[config.mk]
export PLATFORM = sky130hd
export DESIGN_NAME = dpc_power_cmd
export DESIGN_NICKNAME = d
export VERILOG_FILES = /design/src/core/dpc_pkg.sv /design/src/core/dpc_cmd_mem.sv /design/src/core/dpc_power_cmd.sv
export SDC_FILE = /design/constraint.sdc
export NUM_CORES = 2
export LEC_CHECK = 0
export ABC_AREA = 1
export ABC_CLOCK_PERIOD_IN_PS = 4800
export BUFFER_PORTS_ARGS = -buffer_cell sky130_fd_sc_hd__buf_2
export CORE_MARGIN = 3
export CORE_UTILIZATION = 30
export DETAILED_ROUTE_END_ITERATION = 8
export SETUP_SLACK_MARGIN = 0.1
export SYNTH_ARGS = -nofsm -noshare
export SYNTH_HDL_FRONTEND = slang
export SYNTH_SLANG_ARGS = --single-unit
[constraint.sdc]
create_clock -name MCLK -period 4.8 [get_ports MCLK]
set_input_delay 0.48 -clock MCLK [delete_from_list [all_inputs] [get_ports MCLK]]
set_output_delay 0.48 -clock MCLK [all_outputs]
set_load 0.005 [all_outputs]
[src/core/dpc_pkg.sv]
/*
  Package of the domain power command register block: register offsets,
  command and sequencer codes, bus carrier structs and state encodings.
  Assumes a single controller clock and a 16-bit byte address on the bus.
*/
// Function
// - Debug copy fixed; cores at base plus stride
// - Coherence-manager copy ignores every write
// - Coherence-manager copy always reads zero
// - Command field write requests new sequence
// - Read returns last executed command code
// - Reset value follows cold power-up input
// - Clock-off gates the domain clock
// - Clock-off waits for coherence and interlocks
// - Clock-off on unpowered domain stops clock-gated
// - Power-down waits coherence off, interlocks clear
// - Power-up acts like hardware power-on input
// - Reset only when domain is non-coherent
// - Completed reset reads back as power-up
// - Reserved command codes are never loaded
// - Clock-gated state is 3, reset state 4
package dpc_pkg;

  ////////////////////////////////////////////////////////////////////////////
  // Sizes
  localparam int unsigned NUM_CORES   = 64;              // Core domains
  localparam int unsigned NUM_DOMAINS = NUM_CORES + 1;   // Cores plus debug
  localparam int unsigned DOM_W       = 7;               // Domain index width
  localparam int unsigned ADDR_W      = 16;              // Byte address width
  localparam int unsigned DATA_W      = 32;              // Bus data width
  localparam int unsigned CMD_W       = 4;               // Command field width
  localparam int unsigned BE_W        = 4;               // Byte enables

  localparam logic [DOM_W-1:0] DEBUG_DOMAIN = 7'h40;     // Debug copy index
  localparam logic [DOM_W-1:0] LAST_DOMAIN  = 7'h40;     // Highest index

  ////////////////////////////////////////////////////////////////////////////
  // Register offsets
  localparam logic [ADDR_W-1:0] OFS_DEBUG_CMD     = 16'h9100;
  localparam logic [ADDR_W-1:0] OFS_CORE_CMD_BASE = 16'ha000;
  localparam logic [ADDR_W-1:0] OFS_CORE_STRIDE   = 16'h0100;
  localparam logic [ADDR_W-1:0] OFS_CM_CMD        = 16'h9000;
  localparam logic [ADDR_W-1:0] OFS_CORE_CMD_LAST =
    OFS_CORE_CMD_BASE + OFS_CORE_STRIDE * 16'(NUM_CORES - 1);

  // Command field position inside the register
  localparam int unsigned CMD_LSB = 0;

  ////////////////////////////////////////////////////////////////////////////
  // Command codes
  localparam logic [CMD_W-1:0] CMD_GATE_CLOCK = 4'h1;    // gate_clock_request
  localparam logic [CMD_W-1:0] CMD_POWER_OFF  = 4'h2;    // power_off_request
  localparam logic [CMD_W-1:0] CMD_POWER_ON   = 4'h3;    // power_on_request
  localparam logic [CMD_W-1:0] CMD_RESET      = 4'h4;    // Reset request

  // Field values loaded after controller reset
  localparam logic [CMD_W-1:0] CMD_RESET_COLD_ON  = CMD_POWER_ON;
  localparam logic [CMD_W-1:0] CMD_RESET_COLD_OFF = CMD_POWER_OFF;

  ////////////////////////////////////////////////////////////////////////////
  // Sequencer target states reported per executed command
  localparam logic [3:0] SEQ_POWERED_DOWN             = 4'h0;
  localparam logic [3:0] SEQ_POWERED_CLOCK_GATED_STATE = 4'h3;
  localparam logic [3:0] SEQ_HELD_IN_RESET_STATE      = 4'h4;
  localparam logic [3:0] SEQ_NON_COHERENT             = 4'h6;

  // Cycles the cold input synchroniser needs before its value is used
  localparam logic [1:0] SYNC_SETTLE_CYCLES = 2'h2;

  ////////////////////////////////////////////////////////////////////////////
  // Carrier types
  typedef struct packed {
    logic              read;
    logic              write;
    logic [ADDR_W-1:0] address;
    logic [DATA_W-1:0] writedata;
    logic [BE_W-1:0]   byteenable;
  } dpc_avalon_req_type;

  typedef struct packed {
    logic             valid;   // One-cycle execution pulse
    logic [DOM_W-1:0] domain;  // Domain that executed
    logic [CMD_W-1:0] cmd;     // Code executed
    logic [3:0]       state;   // Sequencer state entered
  } dpc_exec_type;

  // Bus access states, Gray along init, idle, access, done
  typedef enum logic [1:0] {
    BUS_INIT   = 2'b10,
    BUS_IDLE   = 2'b00,
    BUS_ACCESS = 2'b01,
    BUS_DONE   = 2'b11
  } dpc_bus_state_type;

endpackage

[src/core/dpc_cmd_mem.sv]
/*
  Small memory that keeps the last executed command code of every domain.
  Assumes one writer per cycle and the caller's clock enable and reset.
*/
`timescale 1ns/1ps
module dpc_cmd_mem
  import dpc_pkg::*;
(
  input  wire logic                      MCLK,
  input  wire logic                      RST_B,
  input  wire logic                      CE,
  input  wire logic                      WE,
  input  wire logic [dpc_pkg::DOM_W-1:0] WADDR,
  input  wire logic [dpc_pkg::CMD_W-1:0] WDATA,
  input  wire logic [dpc_pkg::DOM_W-1:0] RADDR,
  output      logic [dpc_pkg::CMD_W-1:0] RDATA
);
  import dpc_pkg::*;

  // All memory state in one struct
  typedef struct packed {
    logic [NUM_DOMAINS-1:0][CMD_W-1:0] mem;  // Stored codes
    logic [CMD_W-1:0]                  rd;   // Registered read data
  } dpc_mem_state_type;

  dpc_mem_state_type s_q;  // Present state
  dpc_mem_state_type s_d;  // Next state

  ////////////////////////////////////////////////////////////////////////////
  // Write port and registered read port
  always_comb begin
    s_d = s_q;
    if (RADDR <= LAST_DOMAIN) begin
      s_d.rd = s_q.mem[RADDR];
    end
    if (WE && (WADDR <= LAST_DOMAIN)) begin
      s_d.mem[WADDR] = WDATA;
    end
  end

  // State register, frozen while the clock enable is low
  always_ff @(posedge MCLK) begin
    if (!RST_B) begin
      s_q <= '0;
    end else if (CE) begin
      s_q <= s_d;
    end
  end

  assign RDATA = s_q.rd;

endmodule

[src/core/dpc_power_cmd.sv]
/*
  Per-domain power command registers for the debug domain and 64 cores,
  reached over an Avalon-MM slave with waitrequest. Accepted commands are
  held pending per domain and issued to the outside sequencer once their
  interlocks allow; the register reads back the last executed code.
  Assumes coherence, interlock and mode inputs come from logic on MCLK,
  while the cold power-up levels arrive from pins.
*/
`timescale 1ns/1ps
module dpc_power_cmd
  import dpc_pkg::*;
(
  input  wire logic                             MCLK,
  input  wire logic                             RST_B,
  input  wire logic                             CE,
  input  wire dpc_pkg::dpc_avalon_req_type      AV_REQ,
  output      logic                             AV_WAITREQUEST,
  output      logic [dpc_pkg::DATA_W-1:0]       AV_READDATA,
  input  wire logic [dpc_pkg::NUM_DOMAINS-1:0]  COLD_POWER_ON_IN,
  input  wire logic [dpc_pkg::NUM_DOMAINS-1:0]  COHERENCE_EN,
  input  wire logic [dpc_pkg::NUM_DOMAINS-1:0]  INTERLOCK_CLEAR,
  input  wire logic [dpc_pkg::NUM_DOMAINS-1:0]  NON_COHERENT,
  output      dpc_pkg::dpc_exec_type            EXEC,
  output      logic [dpc_pkg::NUM_DOMAINS-1:0]  DOMAIN_CLK_EN,
  output      logic [dpc_pkg::NUM_DOMAINS-1:0]  DOMAIN_POWERED
);
  import dpc_pkg::*;

  ////////////////////////////////////////////////////////////////////////////
  // State of the block, one packed struct

  typedef struct packed {
    dpc_bus_state_type                 bus;       // Bus access state
    logic [DATA_W-1:0]                 rd;        // Read data to master
    logic                              rd_zero;   // Read answers zero
    logic [DOM_W-1:0]                  init_idx;  // Reset-value walker
    logic [1:0]                        settle;    // Synchroniser settle count
    logic [NUM_DOMAINS-1:0]            sync1;     // Cold input, first stage
    logic [NUM_DOMAINS-1:0]            sync2;     // Cold input, second stage
    logic [NUM_DOMAINS-1:0]            pend_v;    // Command pending
    logic [NUM_DOMAINS-1:0][CMD_W-1:0] pend_cmd;  // Pending code
    logic [DOM_W-1:0]                  ptr;       // Executor scan position
    dpc_exec_type                      exec;      // Execution report
    logic [NUM_DOMAINS-1:0]            clk_en;    // Domain clock enabled
    logic [NUM_DOMAINS-1:0]            powered;   // Domain powered
  } dpc_main_state_type;

  dpc_main_state_type s_q;  // Present state
  dpc_main_state_type s_d;  // Next state

  ////////////////////////////////////////////////////////////////////////////
  // Address decode

  logic [ADDR_W-1:0] core_ofs;    // Offset into core copies
  logic              hit_core;    // A core copy is addressed
  logic              hit_debug;   // The debug copy is addressed
  logic              hit_cm;      // Coherence-manager copy
  logic [DOM_W-1:0]  dom_idx;     // Domain of the access

  // Find which copy, if any, the address names
  always_comb begin
    core_ofs  = AV_REQ.address - OFS_CORE_CMD_BASE;
    hit_debug = (AV_REQ.address == OFS_DEBUG_CMD);
    hit_cm    = (AV_REQ.address == OFS_CM_CMD);
    hit_core  = (AV_REQ.address >= OFS_CORE_CMD_BASE) &&
                (AV_REQ.address <= OFS_CORE_CMD_LAST) &&
                ((core_ofs % OFS_CORE_STRIDE) == '0);
    if (hit_debug) begin
      dom_idx = DEBUG_DOMAIN;
    end else begin
      dom_idx = DOM_W'(core_ofs / OFS_CORE_STRIDE);
    end
  end

  ////////////////////////////////////////////////////////////////////////////
  // Executed-code memory

  logic             mem_we;     // Write an executed code
  logic [DOM_W-1:0] mem_waddr;  // Domain written
  logic [CMD_W-1:0] mem_wdata;  // Code written
  logic [CMD_W-1:0] mem_rdata;  // Code read back

  dpc_cmd_mem u_mem (
    .MCLK  (MCLK),
    .RST_B (RST_B),
    .CE    (CE),
    .WE    (mem_we),
    .WADDR (mem_waddr),
    .WDATA (mem_wdata),
    .RADDR (dom_idx),
    .RDATA (mem_rdata)
  );

  ////////////////////////////////////////////////////////////////////////////
  // Command gating for the domain under the scan pointer

  logic [CMD_W-1:0] cur_cmd;   // Pending code at the pointer
  logic             allowed;   // Interlocks let it run
  logic             fire;      // Execute this cycle
  logic             wr_ok;     // Bus write carries a loadable code
  logic [CMD_W-1:0] wr_cmd;    // Code in the written field

  always_comb begin
    cur_cmd = s_q.pend_cmd[s_q.ptr];
    unique case (cur_cmd)
      CMD_GATE_CLOCK: begin
        // Held back while coherent or interlocked
        allowed = !COHERENCE_EN[s_q.ptr] && INTERLOCK_CLEAR[s_q.ptr];
      end
      CMD_POWER_OFF: begin
        // Needs coherence off and interlocks clear
        allowed = !COHERENCE_EN[s_q.ptr] && INTERLOCK_CLEAR[s_q.ptr];
      end
      CMD_POWER_ON: begin
        // Always runs, like the hardware power-on input
        allowed = 1'b1;
      end
      CMD_RESET: begin
        // Only a non-coherent domain may be reset
        allowed = NON_COHERENT[s_q.ptr];
      end
      default: begin
        allowed = 1'b0;
      end
    endcase
    fire   = (s_q.bus != BUS_INIT) && s_q.pend_v[s_q.ptr] && allowed;
    wr_cmd = AV_REQ.writedata[CMD_LSB +: CMD_W];
    // Only codes one to four load, and only through byte lane 0
    wr_ok  = AV_REQ.byteenable[0] &&
             (wr_cmd >= CMD_GATE_CLOCK) && (wr_cmd <= CMD_RESET);
  end

  ////////////////////////////////////////////////////////////////////////////
  // Next-state logic

  always_comb begin
    s_d            = s_q;
    s_d.exec.valid = 1'b0;
    s_d.sync1      = COLD_POWER_ON_IN;
    s_d.sync2      = s_q.sync1;
    mem_we         = 1'b0;
    mem_waddr      = s_q.ptr;
    mem_wdata      = cur_cmd;

    // Executor: visits one domain per cycle once initialised
    if (s_q.bus != BUS_INIT) begin
      s_d.ptr = (s_q.ptr == LAST_DOMAIN) ? '0 : s_q.ptr + 7'h01;
    end
    if (fire) begin
      s_d.pend_v[s_q.ptr] = 1'b0;
      s_d.exec.valid      = 1'b1;
      s_d.exec.domain     = s_q.ptr;
      s_d.exec.cmd        = cur_cmd;
      mem_we              = 1'b1;
      unique case (cur_cmd)
        CMD_GATE_CLOCK: begin
          // Unpowered domains power up and stop clock-gated
          s_d.clk_en[s_q.ptr]  = 1'b0;
          s_d.powered[s_q.ptr] = 1'b1;
          s_d.exec.state       = SEQ_POWERED_CLOCK_GATED_STATE;
        end
        CMD_POWER_OFF: begin
          // Remove clock and power
          s_d.clk_en[s_q.ptr]  = 1'b0;
          s_d.powered[s_q.ptr] = 1'b0;
          s_d.exec.state       = SEQ_POWERED_DOWN;
        end
        CMD_POWER_ON: begin
          // Power and clock the domain
          s_d.clk_en[s_q.ptr]  = 1'b1;
          s_d.powered[s_q.ptr] = 1'b1;
          s_d.exec.state       = SEQ_NON_COHERENT;
        end
        CMD_RESET: begin
          // Domain passes reset and becomes operational
          s_d.clk_en[s_q.ptr]  = 1'b1;
          s_d.powered[s_q.ptr] = 1'b1;
          s_d.exec.state       = SEQ_HELD_IN_RESET_STATE;
          mem_wdata            = CMD_POWER_ON;
        end
        default: begin
          s_d.exec.state = s_q.exec.state;
        end
      endcase
    end

    // Bus access and reset-value walk
    unique case (s_q.bus)
      BUS_INIT: begin
        if (s_q.settle != SYNC_SETTLE_CYCLES) begin
          // Let the cold input synchroniser fill
          s_d.settle = s_q.settle + 2'h1;
        end else begin
          // Load each domain's field from its cold input
          mem_we    = 1'b1;
          mem_waddr = s_q.init_idx;
          mem_wdata = s_q.sync2[s_q.init_idx] ? CMD_RESET_COLD_ON
                                              : CMD_RESET_COLD_OFF;
          s_d.powered[s_q.init_idx] = s_q.sync2[s_q.init_idx];
          s_d.clk_en[s_q.init_idx]  = s_q.sync2[s_q.init_idx];
          if (s_q.init_idx == LAST_DOMAIN) begin
            s_d.bus = BUS_IDLE;
          end else begin
            s_d.init_idx = s_q.init_idx + 7'h01;
          end
        end
      end
      BUS_IDLE: begin
        if (AV_REQ.read) begin
          // Memory read issued now, data valid next cycle
          s_d.rd_zero = !(hit_core || hit_debug);
          s_d.bus     = BUS_ACCESS;
        end else if (AV_REQ.write) begin
          // A loadable code becomes pending; the bus set wins over clear
          if ((hit_core || hit_debug) && wr_ok) begin
            s_d.pend_v[dom_idx]   = 1'b1;
            s_d.pend_cmd[dom_idx] = wr_cmd;
          end
          // Coherence-manager and unmapped writes fall through unused
          s_d.bus = BUS_DONE;
        end
      end
      BUS_ACCESS: begin
        // Field in the low bits, upper bits zero
        if (s_q.rd_zero) begin
          s_d.rd = '0;
        end else begin
          s_d.rd = {{(DATA_W - CMD_W){1'b0}}, mem_rdata};
        end
        s_d.bus = BUS_DONE;
      end
      BUS_DONE: begin
        // Answer stands for this single cycle
        s_d.bus = BUS_IDLE;
      end
    endcase
  end

  ////////////////////////////////////////////////////////////////////////////
  // State register, frozen while the clock enable is low

  always_ff @(posedge MCLK) begin
    if (!RST_B) begin
      s_q     <= '0;
      s_q.bus <= BUS_INIT;
    end else if (CE) begin
      s_q <= s_d;
    end
  end

  ////////////////////////////////////////////////////////////////////////////
  // Outputs

  // Answer given only in the done state
  assign AV_WAITREQUEST = (s_q.bus != BUS_DONE);
  assign AV_READDATA    = s_q.rd;
  assign EXEC           = s_q.exec;
  assign DOMAIN_CLK_EN  = s_q.clk_en;
  assign DOMAIN_POWERED = s_q.powered;

endmodule

* Word-level counts from Yosys, hierarchy flattened
Index checks and enable logic that the tools add are counted.
** Word-level totals
- Register bits after elaboration :: 916
- Bits of input ports :: 317
- Word-level logic and storage cells :: 279
** Operators by class
- $add $sub $neg :: 4
- Order comparisons :: 14
- Equality and inequality tests :: 16
- Mux-type cells :: 57
- Bitwise operators :: 10
- Reductions and logical operators :: 32
** Operators by type and width (count)
- $mux W325 :: 4
- $bwmux W260 :: 2
- $pmux W130 S3 :: 1
- $mux W130 :: 2
- $and A65 B65 Y65 :: 3
- $or A65 B65 Y65 :: 3
- $mux W146 :: 1
- $bwmux W65 :: 2
- $mux W65 :: 1
- $not A65 Y65 :: 1
- $bmux W4 S7 :: 2
- $demux W4 S7 :: 2
- $mux W4 :: 9
- $bmux W1 S7 :: 5
- $lt A7 B8 Y1 const B :: 4
- $ge A7 B1 Y1 const B :: 4
- $mux W7 :: 4
- $demux W1 S7 :: 3
- $eq A16 B16 Y1 const B :: 1
- $ge A16 B16 Y1 const B :: 1
- $le A16 B16 Y1 const B :: 1
- $logic_not A16 Y1 :: 1
- $pmux W4 S4 :: 1
- $sub A15 B14 Y15 const B :: 1
- other kinds (28) :: 74

* Longest topological paths before layout
- Depth after elaboration :: 12
- Mapped depth :: 28
- Depth with buffers taken out :: 24

* By module
A second synthesis with hierarchy kept.
** Second synthesis, totals
- Cells, all modules :: 7547
- Area, all modules :: 47334.1 µm²
** Modules (own cells, without submodules)
- dpc_power_cmd :: times used 1, cells an instance 5665, area each 34967.3 µm²
- dpc_cmd_mem :: times used 1, cells an instance 1882, area each 12366.9 µm²

* Worst setup path before layout
No wires, ideal clock.
- Path type :: reg-to-reg
- From :: reg s_q[146] (netlist bit)
- To :: reg u_mem.s_q[221] (netlist bit)
- Library setup time :: 0.132 ns
- Data arrival time :: 2.693 ns
- Data required time :: 4.668 ns
- Path slack :: 1.975 ns
- Cell stages (with the launch flop) :: 18
- Cells stage by stage :: dfxtp_1 > buf_2 > buf_4 > buf_4 > buf_2 > buf_2 > o21ai_2 > inv_1 > nor2_1 > inv_2 > nor4_1 > inv_1 > nand2_1 > buf_2 > buf_1 > nand3_1 > nand2_1 > a21oi_1
** On the way
- Word-level cells in the longest chain between the ends :: 11
- Elaborated cells between the ends (all ways) :: 38
** Ends and longest elaborated chain
- from (decl) :: RTL line dpc_power_cmd.sv:48 : dpc_main_state_type s_q;
- $bmux W4 S7 / $bmux W1 S7 (equally long branches) :: RTL line dpc_power_cmd.sv:104, dpc_power_cmd.sv:108, dpc_power_cmd.sv:112
- $mux W4 (implied by the code) / $mux W1 (equally long branches) :: RTL line dpc_power_cmd.sv:104, dpc_power_cmd.sv:108, dpc_power_cmd.sv:112
- $eq A4 B2 Y1, or another cell as far along :: RTL line dpc_power_cmd.sv:105 : unique case (cur_cmd)
- $reduce_or A2 Y1 (no line) / $logic_and A1 B1 Y1 (equally long branches)
- $pmux W1 S3 :: RTL line dpc_power_cmd.sv:105
- $logic_and A1 B1 Y1 :: RTL line dpc_power_cmd.sv:126 : fire = (s_q.bus != BUS_INIT) && s_q.pend_v[s_q.ptr] && allowed;
- $mux W1 :: RTL line dpc_power_cmd.sv:149 : if (fire) begin
- $mux W1 :: RTL line dpc_power_cmd.sv:190 : if (s_q.settle != SYNC_SETTLE_CYCLES) begin
- $mux W1 :: RTL line dpc_power_cmd.sv:188 : unique case (s_q.bus)
- $logic_and A1 B1 Y1 :: RTL line dpc_cmd_mem.sv:36 : if (WE && (WADDR <= LAST_DOMAIN)) begin
- $reduce_and A2 Y1 (no line)
- to (signal assigned) :: RTL line dpc_cmd_mem.sv:44 : s_q <= '0;
- to (signal assigned) :: RTL line dpc_cmd_mem.sv:46 : s_q <= s_d;
- to (decl) :: RTL line dpc_cmd_mem.sv:26 : dpc_mem_state_type s_q;
Several ways; a longest one is shown, not always the timed one. The select of a mux whose other input is x is not followed.
A chain may end at the register's enable or synchronous reset.

* Worst setup path in the final report
- From :: reg s_q[147] (netlist bit)
- To :: reg s_q, in the netlist DOMAIN_CLK_EN[41]
** On the way
- Word-level cells in the longest chain between the ends :: 11
- Elaborated cells between the ends (all ways) :: 34
** Ends and longest elaborated chain
- parallel branches: the longest is 7 deep, another holds $bmux W4 S7
- $mux W146 (*) :: RTL line dpc_power_cmd.sv:149
- $bwmux W65 :: RTL line dpc_power_cmd.sv:200 : s_d.clk_en[s_q.init_idx] = s_q.sync2[s_q.init_idx];
- $mux W130 :: RTL line dpc_power_cmd.sv:190
- $mux W130 (*) :: RTL line dpc_power_cmd.sv:188
Mark *: on every way between the ends. The select of a mux whose other input is x is not followed.

==> run metrics <==
antenna viol nets, final 0; most frequent cells in the layout nand2_1, nor2_1, dfxtp_1, a21oi_1, inv_1; CP startpoint kind register; first drt pass iteration count 6; unrepaired setup endpoints after global routing no; final hold violations 0; worst min-delay path class in2reg; initial DRC count 4648; clock share of power 0.491; Synth Instances 7392; synthesized cell area 46700 µm²; core area 154000 µm²; share of the synthesized area in the top cell type 0.380; CTS root buf clkbuf_16; Fill cells 16674; Critical Path Fanout Max 130; initial core utilization 0.303; final WL 188000 µm; GRT Total Usage 0.223; CP endpoint kind register; clk buf depth 3; Die Area 161000 µm²; TritonCTS Sinks 887; row count 144; Final Slew Violations 0; Die H 401 µm; final worst path period need 4470 ps; layout cells sized above 1 0.117; initial antenna violation count 5; Leak 0.0221 µW; register area 17800 µm²; slowest stage cell, crit path dfxtp_2; Final setup viols 0; Synth area leader dfxtp_1; area of the multi-input gates 23500 µm²; WS Path Type reg2reg; commonest non-fill, non-tap cell in the layout nand2_1; largest net degree at the start of global routing 194; Setup Skew 39.0 ps; Area Overhead vs Synth 15.5%; Crit path arrival time 5120 ps; synth top area cells dfxtp_1, nand2_1, nor2_1; Psw 4240 µW; sequential area share after synthesis 0.380; CTS tree yes; Wirelength per Cell 19.4 µm; DR vias 49151; max_cap viols 0; Sw Share 0.252; Vias/cell 5.08; worst hold slack 45.0 ps; IO Pins 496; sequential power share 0.444; Synth cell types 48; grt total ovfl 0; status finished, final reports clean; first-pass GRT wire length 280000 µm; Nets 7878; Post-route DRC 0; Num CTS Buffers 102; final worst path period share 0.932; setup TNS 0 ps; delay of the slowest critical-path stage 380 ps; clock transition at the registers of the reported paths 70 ps; Max Fclk 223 MHz; CP required 5450 ps; Power Density 312 nW/µm²; r2r setup slk 330 ps; H-tree levels 3; Detail Placement HPWL 129000 µm; gpl congestion 0.904; clk_lat worst skew 730 ps; Comb pwr share 0.064; Port Buffers 435; CP cell instances nor2_1 > buf_4 > nand2_1 > inv_2 > nand2_1 > o21ai_0 > nor2_1 > nand2_1 > inv_2 > nor2_1 > nand2_2 > nand2_2 > nand2_1 > nand2_2 > nand2_4 > clkinv_2 > buf_16 > nand2_1 > nand3_1 > nand2_1 > a21oi_1; Yosys reg bits 887; DIE WIDTH 401 µm; vias in the first global route 45272; most used cell, CP nand2_1; number of synthesis warnings 0; Max transition margin 0.258; worst slew pin tran 1110 ps; Avg Cell Area, Syn 6.32 µm²; P_int 12600 µW; worst vdd ir 0.254 mV
## critical path: cells and delay by family, from the launching register on
kind,cells,cell delay [ps]
compound gates,2,370
flops,1,380
buf+inv,5,1170
simple gates,14,2330
## logic make-up after synthesis
kind of cell	count (synthesis)	share of synthesized area
flops	887	0.380
fa+ha+maj	5	0.00134
buf+inv	1275	0.121
other cells	1	0.0000802
compound gates	1425	0.160
simple gates	3798	0.338
xor+xnor	1	0.000187
## Yosys cell counts, drive strengths merged
| library cell | n |
|---|---|
| inv | 679 |
| o31ai | 20 |
| conb | 1 |
| nand3 | 380 |
| nor2 | 1087 |
| a21oi | 716 |
| a31oi | 5 |
| o2111ai | 5 |
| o211ai | 21 |
| buf | 310 |
| o21bai | 3 |
| o22ai | 28 |
| xor2 | 1 |
| nor3 | 87 |
| a2111oi | 1 |
| nand3b | 5 |
| o41ai | 1 |
| nor3b | 15 |
| nor4 | 6 |
| a22o | 7 |
| a22oi | 15 |
| or2 | 77 |
| a221oi | 10 |
| dfxtp | 887 |
| o221ai | 6 |
| nand4 | 165 |
| clkinv | 4 |
| o21ai | 578 |
| clkbuf | 282 |
| nand2 | 1976 |
| a211oi | 8 |
| ha | 5 |
| a311oi | 1 |
## worst paths after layout
path	start	end	cells past startpoint
hold reg to reg	u_mem.s_q[211]	u_mem.s_q[211]	2
setup reg to reg	s_q[147]	DOMAIN_CLK_EN[41]	21
hold / removal	COLD_POWER_ON_IN[12]	s_d[490]	3
setup / recovery	s_q[147]	DOMAIN_CLK_EN[41]	21
## power groups by stage
stage / clock [µW] / sequential (µW) / combinational [µW]
floorplan: 0 / 7630 / 599
global placement: 0 / 7640 / 1030
detailed placement: 0 / 7640 / 1040
CTS: 8400 / 7480 / 1080
global route: 8700 / 7490 / 1170
finish: 8270 / 7480 / 1080
## routing by layer
| metal | wire length [µm] | part of all wire | GRT usage | vias up |
|---|---|---|---|---|
| li1 | - | - | - | 23884 |
| met1 | 78000 | 0.42 | 0.284 | 22860 |
| met2 | 85200 | 0.45 | 0.363 | 2014 |
| met3 | 15200 | 0.081 | 0.0434 | 391 |
| met4 | 9200 | 0.049 | 0.104 | 2 |
| met5 | 13 | 0.000069 | 0 | - |
## state kept, by name, summed over array words and instances, names as in the netlist
name,cells
DOMAIN_POWERED,65
EXEC,15
DOMAIN_CLK_EN,65
s_q,409
u_mem.RDATA,4
AV_READDATA,4
u_mem.s_q,260
s_d,65
## metrics by stage
stage,instance area [µm²],utilization,power (µW),std cells,setup WS [ps]
floorplan,46800,-,8230,7420,1970
global placement,49800,0.323,8670,9435,504
detailed placement,49800,0.323,8680,9435,438
CTS,53900,0.349,17000,9679,410
global route,54000,0.350,17400,9679,100
finish,54000,0.350,16800,9684,326
## cell type report
class,count,share of cell area
Multi-Input combinational cell,5258,0.435
Sequential cell,887,0.329
Timing Repair Buffer,624,0.0754
Clock buffer,140,0.0546
Inverter,683,0.0479
Tap cell,2044,0.0474
Clock inverter,43,0.0107
Antenna cell,5,0.000232
## timing repair
| action | in CTS | in global routing |
|---|---|---|
| endpoints found under the hold margin | 61 | 0 |
| resized for setup | 0 | 3 |
| setup endpoints to repair | 0 | 21 |
| hold buffers | 61 | 0 |
| buffers inserted | 0 | 0 |
Note: power is estimated with default switching activity, not from simulation.
